===== config.mk =====
export PLATFORM = sky130hd
export DESIGN_NAME = vcr_codec_ctrl
export DESIGN_NICKNAME = d
export VERILOG_FILES = /design/src/vcr_pkg.sv /design/src/vcr_codec_ctrl.sv
export SDC_FILE = /design/constraint.sdc
export NUM_CORES = 1
export LEC_CHECK = 0
export ABC_AREA = 1
export BUFFER_PORTS_ARGS = -buffer_cell sky130_fd_sc_hd__buf_2
export CAP_MARGIN = 20
export CORE_MARGIN = 8
export CORE_UTILIZATION = 55
export DETAILED_ROUTE_END_ITERATION = 8
export HOLD_SLACK_MARGIN = 0.06
export PLACE_DENSITY_LB_ADDON = 0.12
export SYNTH_ARGS = -nofsm -noshare
export SYNTH_HDL_FRONTEND = slang
export SYNTH_SLANG_ARGS = --single-unit

===== constraint.sdc =====
create_clock -name i_clock -period 2 [get_ports i_clock]
set_input_delay 0.1 -clock i_clock [delete_from_list [all_inputs] [get_ports i_clock]]
set_output_delay 0.1 -clock i_clock [all_outputs]
set_load 0.03 [all_outputs]

===== src/vcr_pkg.sv =====
// Shared constants for the voice codec control register bank
package vcr_pkg;

  // Register indices reached through the serial pointer byte
  localparam logic [7:0] VCR_IDX_MODE_ONE = 8'h00;
  localparam logic [7:0] VCR_IDX_MODE_TWO = 8'h01;
  localparam logic [7:0] VCR_IDX_GAIN = 8'h02;
  localparam logic [7:0] VCR_IDX_SIDETONE = 8'h03;
  localparam logic [7:0] VCR_IDX_TONE = 8'h04;
  localparam int VCR_NUM_REGS = 5;

  // Initial values loaded by the power-down pin
  localparam logic [7:0] VCR_INIT_MODE_ONE = 8'h00;
  localparam logic [7:0] VCR_INIT_MODE_TWO = 8'h00;
  localparam logic [7:0] VCR_INIT_GAIN = 8'h33;
  localparam logic [7:0] VCR_INIT_SIDETONE = 8'h00;
  localparam logic [7:0] VCR_INIT_TONE = 8'h00;
  localparam logic [7:0] VCR_UNMAPPED_READ = 8'h00;

  // Basic mode one fields
  localparam int VCR_B_A_LAW = 7;
  localparam int VCR_B_SPK_PON = 6;
  localparam int VCR_B_ALL_DOWN = 5;
  localparam int VCR_B_TX_DOWN = 4;
  localparam int VCR_B_RX_DOWN = 3;
  localparam int VCR_B_SLOPE_EN = 2;
  localparam int VCR_B_SLOPE_SEL = 1;
  localparam int VCR_B_LINEAR = 0;

  // Basic mode two fields
  localparam int VCR_F_MIC_HI = 7;
  localparam int VCR_F_MIC_LO = 6;
  localparam int VCR_F_OUT_HI = 5;
  localparam int VCR_F_OUT_LO = 4;
  localparam int VCR_B_SHORT_FRAME = 3;
  localparam int VCR_B_SWITCH = 1;
  localparam int VCR_B_RX_PAD = 0;
  localparam logic [1:0] VCR_AMP_NONE = 2'h3;

  // Gain register fields
  localparam int VCR_B_TX_OFF = 7;
  localparam int VCR_F_TX_GAIN_HI = 6;
  localparam int VCR_F_TX_GAIN_LO = 4;
  localparam int VCR_B_RX_OFF = 3;
  localparam int VCR_F_RX_GAIN_HI = 2;
  localparam int VCR_F_RX_GAIN_LO = 0;

  // Side tone register fields
  localparam int VCR_F_SIDE_HI = 7;
  localparam int VCR_F_SIDE_LO = 5;
  localparam int VCR_B_TONE_ON = 4;
  localparam int VCR_F_RTONE_HI = 3;
  localparam int VCR_F_RTONE_LO = 0;

  // Tone mode register fields
  localparam int VCR_B_DTMF = 7;
  localparam int VCR_B_TONE_SEND = 6;
  localparam int VCR_F_FREQ_HI = 4;
  localparam int VCR_F_LOWGRP_HI = 3;
  localparam int VCR_F_LOWGRP_LO = 2;
  localparam int VCR_F_HIGRP_HI = 1;
  localparam int VCR_F_HIGRP_LO = 0;

  // Gain laws in dB: base at the lowest active code plus step per code
  localparam logic signed [7:0] VCR_TX_GAIN_BASE_DB = -8'sd6;
  localparam logic signed [7:0] VCR_TX_GAIN_STEP_DB = 8'sd2;
  localparam logic signed [7:0] VCR_RX_GAIN_BASE_DB = -8'sd12;
  localparam logic signed [7:0] VCR_RX_GAIN_STEP_DB = 8'sd3;
  localparam logic signed [7:0] VCR_SIDE_BASE_DB = -8'sd15;
  localparam logic signed [7:0] VCR_RTONE_BASE_DB = -8'sd34;
  localparam logic signed [7:0] VCR_TONE_STEP_DB = 8'sd2;
  localparam logic signed [7:0] VCR_TONE_LOW_BASE_DBM0 = -8'sd16;
  localparam logic signed [7:0] VCR_TONE_HIGH_BASE_DBM0 = -8'sd14;

  // DTMF group frequencies in Hz
  localparam logic [11:0] VCR_LOW_HZ [4] = '{12'd697, 12'd770, 12'd852, 12'd941};
  localparam logic [11:0] VCR_HIGH_HZ [4] = '{12'd1209, 12'd1336, 12'd1477, 12'd1633};

  // Serial slave address, arbitrary value
  localparam logic [6:0] VCR_SLAVE_ADDR = 7'h2a;
  localparam logic [3:0] VCR_BITS_PER_BYTE = 4'h8;

  // Serial engine states
  typedef enum logic [3:0] {
    VCR_ST_IDLE,
    VCR_ST_ADDR,
    VCR_ST_ACK_ADDR,
    VCR_ST_PTR,
    VCR_ST_ACK_PTR,
    VCR_ST_WDATA,
    VCR_ST_ACK_WDATA,
    VCR_ST_RDATA,
    VCR_ST_RACK
  } vcr_state_t;

endpackage


===== src/vcr_codec_ctrl.sv =====
// How it works
// - Mode one bit 7 picks A-law over mu-law
// - Mode one bit 6 powers speaker amplifiers
// - Bit 5 or pin powers down; bit 5 keeps registers
// - Power-down pin loads every initial value
// - Bits 4 and 3 power down each path
// - Bit 2 enables slope filter, bit 1 response
// - Bit 0 selects 14-bit linear PCM
// - Mode two bits 7:6 pick microphone amplifier
// - Mode two bits 5:4 pick output amplifier
// - Mode two bit 3 selects short frame sync
// - Mode two bit 1 routes analog switch
// - Gain bits 7 and 3 mute PCM
// - Transmit gain -6 to +8 dB steps 2
// - Receive gain -12 to +9 dB steps 3
// - Tone level is base plus transmit gain
// - Side tone gain off or -15 to -3
// - Side tone bit 4 switches tone generator
// - Receive tone gain off or -34 to -6
// - Tone bit 7 DTMF, bit 6 tone send
// - DTMF ignores top bit, picks two groups
`timescale 1ns/1ps
`default_nettype none

module vcr_codec_ctrl (
  input wire logic i_clock,
  input wire logic i_resetn,
  input wire logic i_clock_en,
  input wire logic i_power_down_pin_n,
  input wire logic i_scl,
  input wire logic i_sda,
  output logic o_sda_out,
  output logic o_sda_oe,
  output logic o_a_law_select,
  output logic o_linear_code_select,
  output logic o_speaker_amp_power_on,
  output logic o_global_power_down,
  output logic o_transmit_power_down,
  output logic o_receive_power_down,
  output logic o_slope_filter_enable,
  output logic o_slope_response_select,
  output logic [2:0] o_input_amp_enable,
  output logic [2:0] o_output_amp_enable,
  output logic o_short_frame_select,
  output logic o_switch_to_a,
  output logic o_switch_to_c,
  output logic o_receive_pad_enable,
  output logic o_transmit_pcm_off,
  output logic o_receive_pcm_off,
  output logic signed [7:0] o_transmit_gain_db,
  output logic signed [7:0] o_receive_gain_db,
  output logic o_sidetone_enable,
  output logic signed [7:0] o_sidetone_gain_db,
  output logic o_tone_generator_on,
  output logic o_receive_tone_enable,
  output logic signed [7:0] o_receive_tone_gain_db,
  output logic o_dual_tone_select,
  output logic o_tone_send,
  output logic [11:0] o_low_tone_hz,
  output logic [11:0] o_high_tone_hz,
  output logic [4:0] o_other_tone_code,
  output logic signed [7:0] o_tone_low_level_dbm0,
  output logic signed [7:0] o_tone_high_level_dbm0
);
  import vcr_pkg::*;

  // Gain law: base plus step per code above first
  function automatic logic signed [7:0] gain_db(input logic [3:0] code,
                                                input logic [3:0] first,
                                                input logic signed [7:0] base,
                                                input logic signed [7:0] step);
    logic signed [7:0] delta;
    delta = $signed({4'h0, code}) - $signed({4'h0, first});
    gain_db = 8'(base + 8'(delta * step));
  endfunction

  // Selector to one-hot; all-ones selects none
  function automatic logic [2:0] amp_onehot(input logic [1:0] sel);
    amp_onehot = (sel == VCR_AMP_NONE) ? 3'h0 : 3'(3'h1 << sel);
  endfunction

  // Pin synchronisers, three stages each
  logic [2:0] scl_sync;
  logic [2:0] sda_sync;
  logic [2:0] pin_sync;
  logic scl_f; // Filtered clock level
  logic sda_f; // Filtered data level
  logic pin_f; // Filtered power-down pin, low means reset
  logic scl_d; // Previous filtered clock
  logic sda_d; // Previous filtered data

  // Synchroniser chains
  always_ff @(posedge i_clock or negedge i_resetn) begin
    if (!i_resetn) begin
      scl_sync <= 3'h7;
      sda_sync <= 3'h7;
      pin_sync <= 3'h7;
    end else if (i_clock_en) begin
      scl_sync <= {scl_sync[1:0], i_scl};
      sda_sync <= {sda_sync[1:0], i_sda};
      pin_sync <= {pin_sync[1:0], i_power_down_pin_n};
    end
  end

  // Filtered levels: only the later two stages are compared
  always_ff @(posedge i_clock or negedge i_resetn) begin
    if (!i_resetn) begin
      scl_f <= 1'b1;
      sda_f <= 1'b1;
      pin_f <= 1'b1;
      scl_d <= 1'b1;
      sda_d <= 1'b1;
    end else if (i_clock_en) begin
      if (scl_sync[1] == scl_sync[2]) begin
        scl_f <= scl_sync[2];
      end
      if (sda_sync[1] == sda_sync[2]) begin
        sda_f <= sda_sync[2];
      end
      if (pin_sync[1] == pin_sync[2]) begin
        pin_f <= pin_sync[2];
      end
      scl_d <= scl_f;
      sda_d <= sda_f;
    end
  end

  // Bus events derived from filtered levels
  logic scl_rise;
  logic scl_fall;
  logic bus_start;
  logic bus_stop;
  assign scl_rise = scl_f & ~scl_d;
  assign scl_fall = ~scl_f & scl_d;
  assign bus_start = scl_f & scl_d & sda_d & ~sda_f;
  assign bus_stop = scl_f & scl_d & ~sda_d & sda_f;

  // Register storage
  logic [7:0] ctrl_reg [VCR_NUM_REGS];
  logic [7:0] init_val [VCR_NUM_REGS];
  assign init_val[0] = VCR_INIT_MODE_ONE;
  assign init_val[1] = VCR_INIT_MODE_TWO;
  assign init_val[2] = VCR_INIT_GAIN;
  assign init_val[3] = VCR_INIT_SIDETONE;
  assign init_val[4] = VCR_INIT_TONE;

  // Serial engine state
  vcr_state_t state;
  logic [7:0] shift; // Received or outgoing byte
  logic [3:0] bit_cnt; // Bits moved in the current byte
  logic [7:0] ptr; // Register pointer, auto-increments
  logic read_mode; // Direction bit of the address byte
  logic wr_en; // One-cycle write strobe to the register store
  logic [7:0] wr_idx;
  logic [7:0] wr_data;
  logic [7:0] rd_byte; // Byte at the pointer, zero when unmapped
  assign rd_byte = (ptr < 8'(VCR_NUM_REGS)) ? ctrl_reg[ptr[2:0]] : VCR_UNMAPPED_READ;

  // Serial slave engine
  always_ff @(posedge i_clock or negedge i_resetn) begin
    if (!i_resetn) begin
      state <= VCR_ST_IDLE;
      shift <= 8'h00;
      bit_cnt <= 4'h0;
      ptr <= 8'h00;
      read_mode <= 1'b0;
      o_sda_oe <= 1'b0;
      wr_en <= 1'b0;
      wr_idx <= 8'h00;
      wr_data <= 8'h00;
    end else if (i_clock_en) begin
      wr_en <= 1'b0;
      if (!pin_f) begin
        // Device in pin reset: line released, engine idle
        state <= VCR_ST_IDLE;
        ptr <= 8'h00;
        o_sda_oe <= 1'b0;
      end else if (bus_start) begin
        // Start or repeated start
        state <= VCR_ST_ADDR;
        bit_cnt <= 4'h0;
        o_sda_oe <= 1'b0;
      end else if (bus_stop) begin
        state <= VCR_ST_IDLE;
        o_sda_oe <= 1'b0;
      end else if (scl_rise) begin
        // Data is sampled while the clock is high
        unique case (state)
          VCR_ST_ADDR, VCR_ST_PTR, VCR_ST_WDATA: begin
            shift <= {shift[6:0], sda_f};
            bit_cnt <= 4'(bit_cnt + 4'h1);
          end
          VCR_ST_RDATA: begin
            bit_cnt <= 4'(bit_cnt + 4'h1);
          end
          VCR_ST_RACK: begin
            read_mode <= ~sda_f; // Master acknowledge keeps reading
          end
          VCR_ST_IDLE, VCR_ST_ACK_ADDR, VCR_ST_ACK_PTR, VCR_ST_ACK_WDATA: begin
          end
        endcase
      end else if (scl_fall) begin
        // Line is changed only while the clock is low
        unique case (state)
          VCR_ST_IDLE: begin
          end
          VCR_ST_ADDR: begin
            if (bit_cnt == VCR_BITS_PER_BYTE) begin
              if (shift[7:1] == VCR_SLAVE_ADDR) begin
                read_mode <= shift[0];
                o_sda_oe <= 1'b1;
                state <= VCR_ST_ACK_ADDR;
              end else begin
                state <= VCR_ST_IDLE; // Not ours, stay silent
              end
            end
          end
          VCR_ST_PTR: begin
            if (bit_cnt == VCR_BITS_PER_BYTE) begin
              ptr <= shift;
              o_sda_oe <= 1'b1;
              state <= VCR_ST_ACK_PTR;
            end
          end
          VCR_ST_WDATA: begin
            if (bit_cnt == VCR_BITS_PER_BYTE) begin
              // Value stored as written, unused bits included
              wr_en <= 1'b1;
              wr_idx <= ptr;
              wr_data <= shift;
              ptr <= 8'(ptr + 8'h01);
              o_sda_oe <= 1'b1;
              state <= VCR_ST_ACK_WDATA;
            end
          end
          VCR_ST_ACK_ADDR: begin
            bit_cnt <= 4'h0;
            if (read_mode) begin
              // First read bit goes out, most significant first
              o_sda_oe <= ~rd_byte[7];
              shift <= {rd_byte[6:0], 1'b0};
              ptr <= 8'(ptr + 8'h01);
              state <= VCR_ST_RDATA;
            end else begin
              o_sda_oe <= 1'b0;
              state <= VCR_ST_PTR;
            end
          end
          VCR_ST_ACK_PTR, VCR_ST_ACK_WDATA: begin
            bit_cnt <= 4'h0;
            o_sda_oe <= 1'b0;
            state <= VCR_ST_WDATA;
          end
          VCR_ST_RDATA: begin
            if (bit_cnt == VCR_BITS_PER_BYTE) begin
              o_sda_oe <= 1'b0; // Release for master acknowledge
              state <= VCR_ST_RACK;
            end else begin
              o_sda_oe <= ~shift[7];
              shift <= {shift[6:0], 1'b0};
            end
          end
          VCR_ST_RACK: begin
            bit_cnt <= 4'h0;
            if (read_mode) begin
              o_sda_oe <= ~rd_byte[7];
              shift <= {rd_byte[6:0], 1'b0};
              ptr <= 8'(ptr + 8'h01);
              state <= VCR_ST_RDATA;
            end else begin
              state <= VCR_ST_IDLE; // Not acknowledged ends the read
            end
          end
        endcase
      end
    end
  end

  // Open-drain data line only ever pulls low
  assign o_sda_out = 1'b0;

  // Register store: pin loads initial values, writes hold
  generate
    for (genvar g = 0; g < VCR_NUM_REGS; g++) begin : g_reg
      always_ff @(posedge i_clock or negedge i_resetn) begin
        if (!i_resetn) begin
          ctrl_reg[g] <= (g == 2) ? VCR_INIT_GAIN : VCR_INIT_MODE_ONE;
        end else if (i_clock_en) begin
          if (!pin_f) begin
            ctrl_reg[g] <= init_val[g];
          end else if (wr_en && wr_idx == 8'(g)) begin
            ctrl_reg[g] <= wr_data;
          end
        end
      end
    end
  endgenerate

  // Field views
  logic [7:0] m1;
  logic [7:0] m2;
  logic [7:0] gn;
  logic [7:0] st;
  logic [7:0] tn;
  logic all_down;
  assign m1 = ctrl_reg[VCR_IDX_MODE_ONE[2:0]];
  assign m2 = ctrl_reg[VCR_IDX_MODE_TWO[2:0]];
  assign gn = ctrl_reg[VCR_IDX_GAIN[2:0]];
  assign st = ctrl_reg[VCR_IDX_SIDETONE[2:0]];
  assign tn = ctrl_reg[VCR_IDX_TONE[2:0]];
  // Software power-down ORed with the inverted pin, registers untouched
  assign all_down = m1[VCR_B_ALL_DOWN] | ~pin_f;

  // Decoded controls, registered one cycle after the store
  always_ff @(posedge i_clock or negedge i_resetn) begin
    if (!i_resetn) begin
      o_a_law_select <= 1'b0;
      o_linear_code_select <= 1'b0;
      o_speaker_amp_power_on <= 1'b0;
      o_global_power_down <= 1'b0;
      o_transmit_power_down <= 1'b0;
      o_receive_power_down <= 1'b0;
      o_slope_filter_enable <= 1'b0;
      o_slope_response_select <= 1'b0;
      o_input_amp_enable <= 3'h0;
      o_output_amp_enable <= 3'h0;
      o_short_frame_select <= 1'b0;
      o_switch_to_a <= 1'b0;
      o_switch_to_c <= 1'b0;
      o_receive_pad_enable <= 1'b0;
    end else if (i_clock_en) begin
      o_a_law_select <= m1[VCR_B_A_LAW];
      o_linear_code_select <= m1[VCR_B_LINEAR];
      // Amplifiers also drop out when the whole device sleeps
      o_speaker_amp_power_on <= m1[VCR_B_SPK_PON] & ~all_down;
      o_global_power_down <= all_down;
      o_transmit_power_down <= m1[VCR_B_TX_DOWN] | all_down;
      o_receive_power_down <= m1[VCR_B_RX_DOWN] | all_down;
      o_slope_filter_enable <= m1[VCR_B_SLOPE_EN];
      o_slope_response_select <= m1[VCR_B_SLOPE_SEL];
      // Unselected amplifiers stay off, outputs floating
      o_input_amp_enable <= (all_down | m1[VCR_B_TX_DOWN]) ? 3'h0 :
                            amp_onehot(m2[VCR_F_MIC_HI:VCR_F_MIC_LO]);
      o_output_amp_enable <= (all_down | m1[VCR_B_RX_DOWN]) ? 3'h0 :
                             amp_onehot(m2[VCR_F_OUT_HI:VCR_F_OUT_LO]);
      o_short_frame_select <= m2[VCR_B_SHORT_FRAME];
      // Exactly one terminal joined to common; the other floats
      o_switch_to_a <= ~m2[VCR_B_SWITCH];
      o_switch_to_c <= m2[VCR_B_SWITCH];
      o_receive_pad_enable <= m2[VCR_B_RX_PAD];
    end
  end

  // Gain and tone controls
  logic signed [7:0] tx_gain;
  assign tx_gain = gain_db({1'b0, gn[VCR_F_TX_GAIN_HI:VCR_F_TX_GAIN_LO]}, 4'h0,
                           VCR_TX_GAIN_BASE_DB, VCR_TX_GAIN_STEP_DB);

  always_ff @(posedge i_clock or negedge i_resetn) begin
    if (!i_resetn) begin
      o_transmit_pcm_off <= 1'b0;
      o_receive_pcm_off <= 1'b0;
      o_transmit_gain_db <= 8'sh00;
      o_receive_gain_db <= 8'sh00;
      o_sidetone_enable <= 1'b0;
      o_sidetone_gain_db <= 8'sh00;
      o_tone_generator_on <= 1'b0;
      o_receive_tone_enable <= 1'b0;
      o_receive_tone_gain_db <= 8'sh00;
      o_dual_tone_select <= 1'b0;
      o_tone_send <= 1'b0;
      o_low_tone_hz <= 12'h000;
      o_high_tone_hz <= 12'h000;
      o_other_tone_code <= 5'h00;
      o_tone_low_level_dbm0 <= 8'sh00;
      o_tone_high_level_dbm0 <= 8'sh00;
    end else if (i_clock_en) begin
      o_transmit_pcm_off <= gn[VCR_B_TX_OFF];
      o_receive_pcm_off <= gn[VCR_B_RX_OFF];
      o_transmit_gain_db <= tx_gain;
      o_receive_gain_db <= gain_db({1'b0, gn[VCR_F_RX_GAIN_HI:VCR_F_RX_GAIN_LO]}, 4'h0,
                                   VCR_RX_GAIN_BASE_DB, VCR_RX_GAIN_STEP_DB);
      // Code zero switches the side tone path off
      o_sidetone_enable <= st[VCR_F_SIDE_HI:VCR_F_SIDE_LO] != 3'h0;
      o_sidetone_gain_db <= gain_db({1'b0, st[VCR_F_SIDE_HI:VCR_F_SIDE_LO]}, 4'h1,
                                    VCR_SIDE_BASE_DB, VCR_TONE_STEP_DB);
      o_tone_generator_on <= st[VCR_B_TONE_ON];
      // Code zero mutes the receive tone
      o_receive_tone_enable <= st[VCR_F_RTONE_HI:VCR_F_RTONE_LO] != 4'h0;
      o_receive_tone_gain_db <= gain_db(st[VCR_F_RTONE_HI:VCR_F_RTONE_LO], 4'h1,
                                        VCR_RTONE_BASE_DB, VCR_TONE_STEP_DB);
      o_dual_tone_select <= tn[VCR_B_DTMF];
      o_tone_send <= tn[VCR_B_TONE_SEND];
      // Top frequency bit plays no part in the DTMF pair
      o_low_tone_hz <= VCR_LOW_HZ[tn[VCR_F_LOWGRP_HI:VCR_F_LOWGRP_LO]];
      o_high_tone_hz <= VCR_HIGH_HZ[tn[VCR_F_HIGRP_HI:VCR_F_HIGRP_LO]];
      o_other_tone_code <= tn[VCR_F_FREQ_HI:0];
      // Transmitted tone levels follow the transmit gain
      o_tone_low_level_dbm0 <= 8'(VCR_TONE_LOW_BASE_DBM0 + tx_gain);
      o_tone_high_level_dbm0 <= 8'(VCR_TONE_HIGH_BASE_DBM0 + tx_gain);
    end
  end

endmodule

`default_nettype wire


Word level (Yosys, flattened, before mapping)

Cells that the tools add are included.

Flip-flop bits (word level): 197
Input port bits: 6
Output and inout bits: 104
Word-level logic and storage cells: 263

$add $sub $neg: 10
Multiply operators: 1
Order comparisons: 4
Equal/unequal tests: 49
Shift operators: 2
Muxes and demuxes: 83
Bitwise gates (word level): 26
Reductions and logical operators: 36

Operator list:

| operator                                                                  | count |
|---|---|
| 8-bit two-way mux                                                         | 26 |
| 4-bit two-way mux                                                         | 15 |
| 12-bit binary-select mux with 2-bit select                                | 2 |
| 12-bit two-way mux                                                        | 4 |
| 5-bit inequality test (second input constant)                             | 6 |
| 4-bit one-hot mux with 7 select lines                                     | 1 |
| 9-bit AND reduction                                                       | 3 |
| 8-bit binary-select mux with 3-bit select                                 | 1 |
| 1-bit two-way mux                                                         | 24 |
| 8-bit one-hot mux with 3 select lines                                     | 1 |
| 8-bit AND reduction                                                       | 3 |
| 5-bit by 6-bit adder with 7-bit output (first input constant)             | 3 |
| 3-bit two-way mux                                                         | 6 |
| 4-bit by 3-bit == test with 1-bit output (second input constant)          | 4 |
| 8-bit by 2-bit == test with 1-bit output (second input constant)          | 2 |
| 2-bit by 1-bit inequality test with 1-bit output (second input constant)  | 8 |
| 8-bit one-hot mux with 2 select lines                                     | 1 |
| 2-bit AND reduction                                                       | 8 |
| 1-bit NOT                                                                 | 12 |
| 3-bit nonzero test                                                        | 4 |
| 10-bit by 1-bit inequality test with 1-bit output (second input constant) | 1 |
| 3-bit inequality test (second input constant)                             | 3 |
| 9-bit by 2-bit inequality test with 1-bit output (second input constant)  | 1 |
| 7-bit by 6-bit adder with 8-bit output (first input constant)             | 1 |
| 39 further kinds                                                          | 71 |

Logic depth before layout (Yosys ltp)

Gate-level depths: netlist of run 1.

Depth in word-level cells: 13
Mapped depth: 14
Mapped depth without buffers: 13

Least setup slack after synthesis of run 1

Ideal clock, no wire load.

Path kind: reg-to-reg
From: register scl_d
To: register state[1]
Setup time: 117 ps
Arrival time: 1716 ps
Data required time: 1883 ps
Setup slack: 166 ps
Stages on the path, launching flop included: 14
Path buffers: 1
Period minus slack after synthesis: 1834 ps
Path through: dfstp_2 > inv_1 > ha_1 > buf_2 > inv_1 > nand2_1 > nand2_1 > nand2_1 > nand2_1 > inv_1 > nor2_2 > nand2_1 > nand2_1 > nand2_1

Longest elaborated chain between the ends: 6
Elaborated cells on any way between the ends: 19
Classes of those cells: eq/ne: 7; mux: 3; bitwise: 8; reduce/logical: 1

RTL lines:

| item                                                                                                      | RTL line              | text |
|---|---|---|
| from (decl)                                                                                               | vcr_codec_ctrl.sv:89  | `logic scl_d;` |
| from (signal assigned)                                                                                    | vcr_codec_ctrl.sv:123 | `scl_d <= scl_f;` |
| parallel branches: the longest is 6 deep, another holds 10-bit by 1-bit inequality test with 1-bit output | n/a                   |  |
| to (signal assigned)                                                                                      | vcr_codec_ctrl.sv:175 | `state <= VCR_ST_IDLE;` |
| to (signal assigned)                                                                                      | vcr_codec_ctrl.sv:180 | `state <= VCR_ST_ADDR;` |
| to (signal assigned)                                                                                      | vcr_codec_ctrl.sv:184 | `state <= VCR_ST_IDLE;` |
| to (decl)                                                                                                 | vcr_codec_ctrl.sv:148 | `vcr_state_t state;` |

Several ways; the timed one is not identified.
A chain may end at the register's enable or synchronous reset.

Final worst setup path of run 1

From: register ctrl_reg (netlist bit gn[5])
To: register o_tone_high_level_dbm0[6]

Longest elaborated chain between the ends: 2

RTL lines:

| item                                   | RTL line              | text |
|---|---|---|
| from (decl)                            | vcr_codec_ctrl.sv:139 | `logic [7:0] ctrl_reg [VCR_NUM_REGS];` |
| from (signal, indexed assignment)      | vcr_codec_ctrl.sv:287 | `ctrl_reg[g] <= (g == 2) ? VCR_INIT_GAIN : VCR_INIT_MODE_ONE;` |
| from (signal, indexed assignment)      | vcr_codec_ctrl.sv:290 | `ctrl_reg[g] <= init_val[g];` |
| from (signal, indexed assignment)      | vcr_codec_ctrl.sv:292 | `ctrl_reg[g] <= wr_data;` |
| 4-bit by 5-bit adder with 6-bit output | vcr_codec_ctrl.sv:74  | `gain_db = 8'(base + 8'(delta * step));` |
| via tx_gain[5]                         | vcr_codec_ctrl.sv:355 | `logic signed [7:0] tx_gain;` |
| 5-bit by 6-bit adder with 7-bit output | vcr_codec_ctrl.sv:400 | `o_tone_high_level_dbm0 <= 8'(VCR_TONE_HIGH_BASE_DBM0 + tx_gain);` |
| to (signal assigned)                   | vcr_codec_ctrl.sv:400 |  |
| to (decl)                              | vcr_codec_ctrl.sv:63  | `output logic signed [7:0] o_tone_high_level_dbm0` |

The timed path passes the listed nets, and every way through them passes these cells.

==> out/metrics.csv, run 1 <==
metric,value,unit
Synth Cell Area,8680,um^2
#FFs+latches synth,170,
worst-case reg-to-reg path depth,9,
Final setup viols,0,
Placer Congestion,0.923,
Starting Density,55.4,%
setup TNS,0,ns
CP Max Fanout,5,
Worst-Margin Slew,0.504,ns
cell count after synthesis,1071,
HP Class,primary input to async pin,
WL met3,1120,um
placed insts,1353,
vias in the first global route,6940,
"FFs w/ async S/R, synth",100,%
top sig layer,met4,
CORE AREA,15700,um^2
maximum vdd drop,0.603,mV
CTS tree,yes,
depth of the CTS H-tree,4,
root buf cell,clkbuf_16,
critical path class,flip-flop to flip-flop,
pwr dens,767,nW/um^2
CTS max path bufs,2,
Crit Reg-Reg Startpoint,gn[5],
"CTS clk-pin slew, worst paths",0.07,ns
gr ovfl total,0,
reg-to-reg endpoint,o_tone_high_level_dbm0[6],
fmax,549,MHz
I/O Pins,110,
sequential fraction of the synthesis area,49.3,%
Synth area leader,dfrtp_1,
wl on met1,8970,um
postcts setup bufs,0,
WP data arrival,2.17,ns
WL final,20600,um
first-pass GRT wire length,34900,um
largest net degree at the start of global routing,72,
initial antenna violation count,0,
Final #Nets,1203,
Max Cap Viol,0,
WL per Instance,14.8,um
Worst Skew,0.00880,ns
Slew Limit Fails,0,
Routed Antenna Nets,0,
Total GRT Usage,21.7,%
Crit path required time,2.35,ns
Layout Cells excl Fill,1390,
CTS buffer count,17,
"Hold Violations, Final",0,
Total Power,0.00769,W
detailed-route DRC error count,0,
clock sink total,170,
RSZ-0062 raised after global routing,no,
Placed Area,9360,um^2
status,"finished, final reports clean",
fin area,10000,um^2
Pleak,5.07,nW
Die H,142,um
"top cells by area, synth","dfrtp_1 44%, nand2_1 16%, o21ai_0 6.5%",
top cell type's share of synthesized area,43.8,%
Worst Setup Start Kind,flip-flop,
period utilisation layout,91.0,%
"Avg Cell Area, Syn",8.10,um^2
via count,7151,
Die ar.,20100,um^2
Syn. warnings,0,
Area Growth Syn to Fin,15.4,%
count of flip-flops with a built-in enable after synthesis,0,
fin crit period,1.82,ns
layout cells sized above 1,18.4,%
DP Wirelength,15100,um
Pre-Repair DR Iteration Count,5,
vias per cell,5.14,
R2R setup slack,0.18,ns
hold_ws,0.195,ns
Slew HR,66.4,%
Antenna diodes,0,
initial drt markers,353,
die width,142,um
WL met2,10100,um
Cell variety after synth,41,
Port Buffer Count,100,
most used flip-flop cell after synthesis,dfrtp_1,
clk_lat worst skew,0.43,ns
row cnt,46,
Crit. End Element,flip-flop,
[state kept, by name, summed over array words and instances (netlist names), 4 cells and up]
| name | flops |
|---|---|
| m1 | 8 |
| wr_data | 8 |
| m2 | 8 |
| tn | 8 |
| o_sidetone_gain_db | 4 |
| o_low_tone_hz | 5 |
| o_other_tone_code | 5 |
| st | 8 |
| o_receive_tone_gain_db | 7 |
| o_transmit_gain_db | 5 |
| gn | 8 |
| wr_idx | 8 |
| o_tone_high_level_dbm0 | 6 |
| shift | 8 |
| ptr | 8 |
| state | 4 |
| o_receive_gain_db | 6 |
| o_high_tone_hz | 7 |
| bit_cnt | 4 |
[Yosys cell counts, types with 3 or more instances]
cell / number
buf_4: 30
xor2_1: 5
a21oi_1: 40
xnor2_1: 3
nand2_2: 5
nand3_1: 41
o21ai_1: 11
nor3_1: 4
o211ai_1: 4
nor2_2: 7
nand2_4: 3
clkbuf_1: 22
nand2_1: 368
dfstp_2: 18
nand3_2: 6
ha_1: 34
o21ai_0: 112
or2_2: 5
a31oi_1: 4
nor2_1: 60
inv_1: 88
nor2_4: 4
buf_2: 14
nand4_1: 7
dfrtp_1: 152
o21a_1: 3
[stage by stage]
stage                     setup slack [ns]  utilization (%)
final                                0.180             64.0
after global routing                0.0227             64.0
after CTS                            0.147             63.9
after detailed placement             0.148             59.8
after global placement               0.218             59.8
after floorplan                      0.166                -
[final cells by class]
type | instances | area [um^2]
Sequential cell | 170 | 4280
Multi-Input combinational cell | 749 | 3710
Clock buffer | 17 | 425
Tap cell | 216 | 270
Clock inverter | 15 | 161
Timing Repair Buffer | 131 | 827
Inverter | 92 | 347
Fill cell | 1409 | 5640
[how the worst max path moves through the flow]
stage	start	end	slack, ns	depth (start not counted)
after detailed placement	bit_cnt[0]	ptr[7]	0.15	10
after global routing	gn[5]	o_tone_high_level_dbm0[6]	0.02	9
after floorplan	scl_d	state[1]	0.17	13
after global placement	bit_cnt[0]	ptr[0]	0.22	10
after CTS	bit_cnt[0]	ptr[7]	0.15	10
final	gn[5]	o_tone_high_level_dbm0[6]	0.18	9
[critical path, cell delays in order, from the launching register on]
cell and delay [ns]:
dfstp_2 0.60, ha_1 0.16, inv_1 0.04, ha_1 0.21, inv_1 0.15, ha_1 0.17
inv_1 0.04, a31oi_1 0.19, nand3_1 0.10, o211ai_1 0.09
[metal layers]
metal  GRT usage [%]  up-vias
met5               0        -
met4            8.08        0
met3            4.81       37
met2            36.7      176
met1            26.6     3380
li1                -     3558
[cells by family after synthesis]
kind of cell             Yosys count  synth area share, %
adder cells (fa/ha/maj)           36                 5.36
flip-flops                       170                 49.3
buffers and inverters            160                 8.52
multiplexers                       1                0.115
AND/OR/NAND/NOR                  515                 25.0
AO/OA/AOI/OAI                    180                 10.9
other                              1               0.0432
XOR/XNOR                           8                0.808
[what timing repair did]
| item | CTS | global route |
|---|---|---|
| hold buffers | 5 | 0 |
| setup endpoints to repair | 0 | 12 |
| gates resized for setup | 0 | 4 |
| hold endpoints to repair | 104 | 0 |
[cells in the final DEF (no fill, tap or decap), drive strengths merged, types with 6 or more instances in the layout]
cell type and instances:
a21oi 40, buf 126, clkbuf 17, conb 9
dfrtp 152, dfstp 18, ha 34, inv 97
nand2 376, nand3 47, nand4 8, nor2 71
nor3 6, o21ai 124
[power breakdown]
group	total, W	internal [W]	switching (W)
logic	0.000771	0.000212	0.000559
clock network	0.00330	0.00186	0.00144
registers	0.00361	0.00355	0.0000610
Power figures use the tool's default switching activity.
==> inputs of run 2 (changes only) <==
--- a/config.mk
+++ b/config.mk
@@ -9,7 +9,7 @@
 export BUFFER_PORTS_ARGS = -buffer_cell sky130_fd_sc_hd__buf_2
 export CAP_MARGIN = 20
 export CORE_MARGIN = 8
-export CORE_UTILIZATION = 55
+export CORE_UTILIZATION = 53
 export DETAILED_ROUTE_END_ITERATION = 8
 export HOLD_SLACK_MARGIN = 0.06
 export PLACE_DENSITY_LB_ADDON = 0.12
==> constraint.sdc (replaced) <==
create_clock -name i_clock -period 1.5 [get_ports i_clock]
set_input_delay 0.075 -clock i_clock [delete_from_list [all_inputs] [get_ports i_clock]]
set_output_delay 0.075 -clock i_clock [all_outputs]
set_load 0.03 [all_outputs]
==> run 2 against run 1 <==
Count of clock-buffer cells in the layout grew 3. Critical path type unchanged. Highest routed layer unchanged. Maximum frequency grew 9.1%. Via count grew 8.6%. The flow now finishes with violations (setup timing).
==> out/metrics.csv, run 2 (synthesized netlist as in run 1, its figures left out) <==
metric,value,unit
Starting Density,54.4,%
I/O Pins,110,
reg-to-reg endpoint,wr_data[3],
layout cells sized above 1,36.7,%
WL per Instance,16.4,um
setup ws final,-0.169,ns
Area Growth Syn to Fin,35.6,%
pwr dens,917,nW/um^2
"CTS clk-pin slew, worst paths",0.07,ns
Placer Congestion,0.881,
die width,144,um
vias per cell,5.19,
WP data arrival,1.98,ns
Pleak,5.96,nW
initial drt markers,619,
detailed-route DRC error count,0,
root buf cell,clkbuf_16,
fin crit period,1.67,ns
status,"complete, but fails checks",
largest net degree at the start of global routing,73,
setup TNS,-7.34,ns
"most common cell after layout, fill and taps aside",nand2_1,
"Hold Violations, Final",0,
depth of the CTS H-tree,4,
worst-case reg-to-reg path depth,9,
via count,7768,
gr ovfl total,0,
Port Buffer Count,100,
Crit. End Element,flip-flop,
RSZ-0062 raised after global routing,yes,
Worst Skew,0.0128,ns
Crit Reg-Reg Startpoint,bit_cnt[0],
clk_lat worst skew,0.43,ns
Final setup viols,78,
Final #Nets,1311,
CP Max Fanout,15,
period utilisation layout,111,%
row cnt,46,
vias in the first global route,7498,
maximum vdd drop,0.802,mV
fmax,599,MHz
crit path launch,bit_cnt[0],
Die H,144,um
critical path class,flip-flop to flip-flop,
CORE AREA,15900,um^2
initial antenna violation count,0,
Routed Antenna Nets,0,
R2R setup slack,-0.17,ns
Total GRT Usage,22.7,%
HP Class,primary input to async pin,
Worst Setup Start Kind,flip-flop,
Die ar.,20700,um^2
"commonest non-fill, non-tap cells in the layout","295 x nand2_1, 148 x dfrtp_1, 107 x buf_4",
CTS max path bufs,2,
CTS tree,yes,
CTS buffer count,17,
Crit path required time,1.81,ns
Slew Limit Fails,0,
Worst Setup EP,wr_data[3],
clock sink total,170,
DP Wirelength,16500,um
WL final,24600,um
hold_ws,0.0991,ns
Max Cap Viol,0,
Pre-Repair DR Iteration Count,5,
first-pass GRT wire length,37100,um
Antenna diodes,0,
failing checks,setup timing,
==> run 2: cell count changes in the layout (fill, tap and decap cells not counted), moves of 27 or more <==
cell | previous run | this run
buf_4 | 20 | 107
nand2_1 | 367 | 295
nand2_2 | 6 | 51
nand2_4 | 3 | 30
o21ai_0 | 112 | 51
o21ai_1 | 11 | 49
==> run 2: how the worst min path moves through the flow <==
stage / end / slack (ns)
2_1_floorplan: bit_cnt[0] / -0.22
3_3_place_gp: o_a_law_select / -0.02
3_5_place_dp: m1[0] / -0.01
4_1_cts: m1[0] / 0.1
5_1_grt: m1[0] / 0.14
6_report: m1[0] / 0.1
==> run 2: what timing repair did <==
action | 4_1_cts | 5_1_grt
gates resized for setup | 58 | 184
setup endpoints to repair | 65 | 96
hold buffers | 5 | 0
pin swaps | 33 | 40
setup buffers | 14 | 8
cloned | 1 | 6
endpoints found under the hold margin | 159 | 0
==> run 2: metrics by stage <==
stage	area [um^2]	utilization [%]	instances	worst slack, ns	power (W)
after floorplan	8860	-	1079	-0.117	0.00564
after global placement	10100	63.6	1433	-0.147	0.00608
after detailed placement	10100	63.6	1433	-0.188	0.00610
after CTS	11100	69.6	1485	-0.187	0.0106
after global routing	11800	73.8	1498	-0.266	0.0112
final	11800	73.8	1498	-0.169	0.0108
==> run 2: layout make-up <==
type / count / area (um^2)
inverter: 92 / 365
clock inverter: 12 / 140
timing repair buffer: 239 / 1860
sequential: 170 / 4280
multi-input combinational: 749 / 4410
fill: 1242 / 4170
clock buffer: 20 / 447
tap: 216 / 270
==> run 2: layer usage <==
metal,global-route usage [%],vias up,share of wire [%]
met5,0,-,0
met4,8.91,0,3.4
met2,39.3,232,50
met3,3.92,67,5.4
li1,-,3786,-
met1,27.5,3683,41
==> run 2: power by group <==
group	internal, W	switching, W	total (W)
registers	0.00474	0.0000925	0.00483
logic	0.000584	0.000979	0.00156
clock network	0.00252	0.00188	0.00440
total	0.00785	0.00295	0.0108
==> run 2: critical path: stages (launching register included) <==
cell and delay (ns):
dfrtp_1 0.39, inv_1 0.06, ha_1 0.14, nand3b_1 0.13
buf_4 0.18, nor3_4 0.19, nand3_4 0.15, buf_12 0.18
nand2_1 0.07, o21ai_1 0.07
==> inputs of run 3 (changes only) <==
--- a/config.mk
+++ b/config.mk
@@ -6,11 +6,11 @@
 export NUM_CORES = 1
 export LEC_CHECK = 0
 export ABC_AREA = 1
-export BUFFER_PORTS_ARGS = -buffer_cell sky130_fd_sc_hd__buf_2
 export CAP_MARGIN = 20
 export CORE_MARGIN = 8
-export CORE_UTILIZATION = 53
+export CORE_UTILIZATION = 55
 export DETAILED_ROUTE_END_ITERATION = 8
+export DONT_BUFFER_PORTS = 1
 export HOLD_SLACK_MARGIN = 0.06
 export PLACE_DENSITY_LB_ADDON = 0.12
 export SYNTH_ARGS = -nofsm -noshare
==> run 3 against run 2 <==
The run ends with hold timing, setup timing left. Sequential share of layout area up 2.4 points. Flip-flop and latch count stayed put. Critical path depth is 1 lower. Sequential power increased by 3%. Count of clock-buffer cells in the layout down 3. Via count shrank 6.0%. Core utilization down 3.3 points. Clock power is essentially flat. Final cell count down 6.3%. Global-route usage shrank 0.31 points. Critical endpoint is now wr_data[2].
==> out/metrics.csv, run 3 (synthesized netlist as in run 1, its figures left out) <==
metric,value,unit
hold_ws,-0.672,ns
Worst Setup Start Kind,flip-flop,
Slew Limit Fails,0,
"slowest stage delay, CP",0.61,ns
RSZ-0062 raised after global routing,yes,
Total GRT Usage,22.4,%
Worst path slowest cell,dfstp_2,
crit path launch,scl_f,
fillers,1236,
Placed Area,9610,um^2
area of the multi-input gates,4220,um^2
detailed-route DRC error count,0,
CP Max Fanout,8,
Crit Reg-Reg Startpoint,scl_f,
clk_lat worst skew,0.43,ns
Area Growth Syn to Fin,27.3,%
DP Wirelength,15100,um
CORE AREA,15700,um^2
fin area,11000,um^2
vias in the first global route,7032,
setup ws final,-0.196,ns
vias per cell,5.20,
Die ar.,20100,um^2
Routed Antenna Nets,0,
Crit. End Element,flip-flop,
row cnt,46,
WP data arrival,2.01,ns
fin crit period,1.70,ns
Port Buffer Count,0,
gr ovfl total,0,
WL final,22500,um
CTS max path bufs,2,
"most common cell after layout, fill and taps aside",nand2_1,
Crit path required time,1.81,ns
maximum vdd drop,0.768,mV
Antenna diodes,0,
Slew HR,62.0,%
I/O Pins,110,
crit-path most repeated cell,nand3_4,
Total Power,0.0104,W
critical path class,flip-flop to flip-flop,
Starting Density,55.4,%
depth of the CTS H-tree,4,
Pleak,5.36,nW
FF/Latch Area,4280,um^2
Pre-Repair DR Iteration Count,5,
period utilisation layout,113,%
CTS tree,yes,
Worst Setup EP,wr_data[2],
Worst-Margin Slew,0.570,ns
largest net degree at the start of global routing,171,
"CTS clk-pin slew, worst paths",0.07,ns
clock sink total,170,
worst-case reg-to-reg path depth,8,
layout cells sized above 1,27.9,%
failing checks,"hold timing, setup timing",
HP Class,primary input to async pin,
root buf cell,clkbuf_16,
fmax,590,MHz
Bufs and invs on worst path,3,
Max Cap Viol,0,
reg-to-reg endpoint,wr_data[2],
initial antenna violation count,0,
R2R setup slack,-0.20,ns
Die H,142,um
Worst Skew,0.00776,ns
Place WS,-0.220,ns
initial drt markers,483,
Final setup viols,57,
worst-path cell chain,ha_4 -> nand3_4 -> inv_4 -> nor2_4 -> buf_4 -> nand3_4 -> clkbuf_16 -> o21ai_0,
pwr dens,938,nW/um^2
CTS buffer count,17,
Crit path max-delay family,flip-flops,
first-pass GRT wire length,35800,um
Stages on worst setup path,8,
status,"complete, but fails checks",
Placer Congestion,0.911,
"Hold Violations, Final",170,
die width,142,um
"commonest non-fill, non-tap cells in the layout","327 x nand2_1, 147 x dfrtp_1, 107 x buf_4",
via count,7299,
Final #Nets,1216,
WL per Instance,16.0,um
run 3: cell count changes in the layout (fill, tap and decap cells not counted), sizes merged, moves of 2 or more:
cell	change
buf	-92
inv	+3
clkinvlp	+2
clkbuf	-7
run 3: where the power goes:
group	internal, W	total (W)	switching (W)
clock	0.00235	0.00437	0.00202
combinational	0.000403	0.00103	0.000631
sequential	0.00474	0.00496	0.000225
total	0.00749	0.0104	0.00287
run 3: repair_timing:
item / 4_1_cts / 5_1_grt
gates resized for setup: 63 / 108
hold buffers: 5 / 1
gates cloned: 0 / 6
hold endpoints to repair: 275 / 171
pin swaps: 42 / 33
setup endpoints to repair: 74 / 95
setup buffers: 14 / 12
run 3: worst min path at each step:
| stage | start | end | slack (ns) |
|---|---|---|---|
| final | i_resetn | o_low_tone_hz[6] | -0.67 |
| after global routing | i_resetn | o_high_tone_hz[2] | -0.69 |
| after CTS | i_resetn | o_high_tone_hz[2] | -0.68 |
| after detailed placement | i_resetn | o_high_tone_hz[2] | -0.22 |
| after global placement | i_resetn | o_high_tone_hz[2] | -0.22 |
| after floorplan | i_resetn | bit_cnt[0] | -0.22 |
run 3: per-layer routing:
layer,share of wire [%],up-vias,track usage (%)
met1,41,3493,26.8
met3,4.9,51,4.27
met5,0,-,0
met4,3.3,0,8.93
met2,51,167,38.9
li1,-,3588,-
run 3: final cells by class:
type / instances / share of cell area, %
Inverter: 92 / 3.27
Sequential cell: 170 / 38.8
Clock inverter: 15 / 1.45
Tap cell: 216 / 2.45
Multi-Input combinational cell: 750 / 38.2
Timing Repair Buffer: 143 / 12.0
Clock buffer: 17 / 3.85
run 3: stage by stage:
step | TNS [ns] | utilization [%] | cells
after floorplan | -2.47 | - | 1079
after global placement | -5.73 | 61.4 | 1334
after detailed placement | -7.24 | 61.4 | 1334
after CTS | -4.89 | 67.6 | 1385
after global routing | -13.44 | 70.5 | 1403
final | -6.71 | 70.5 | 1403
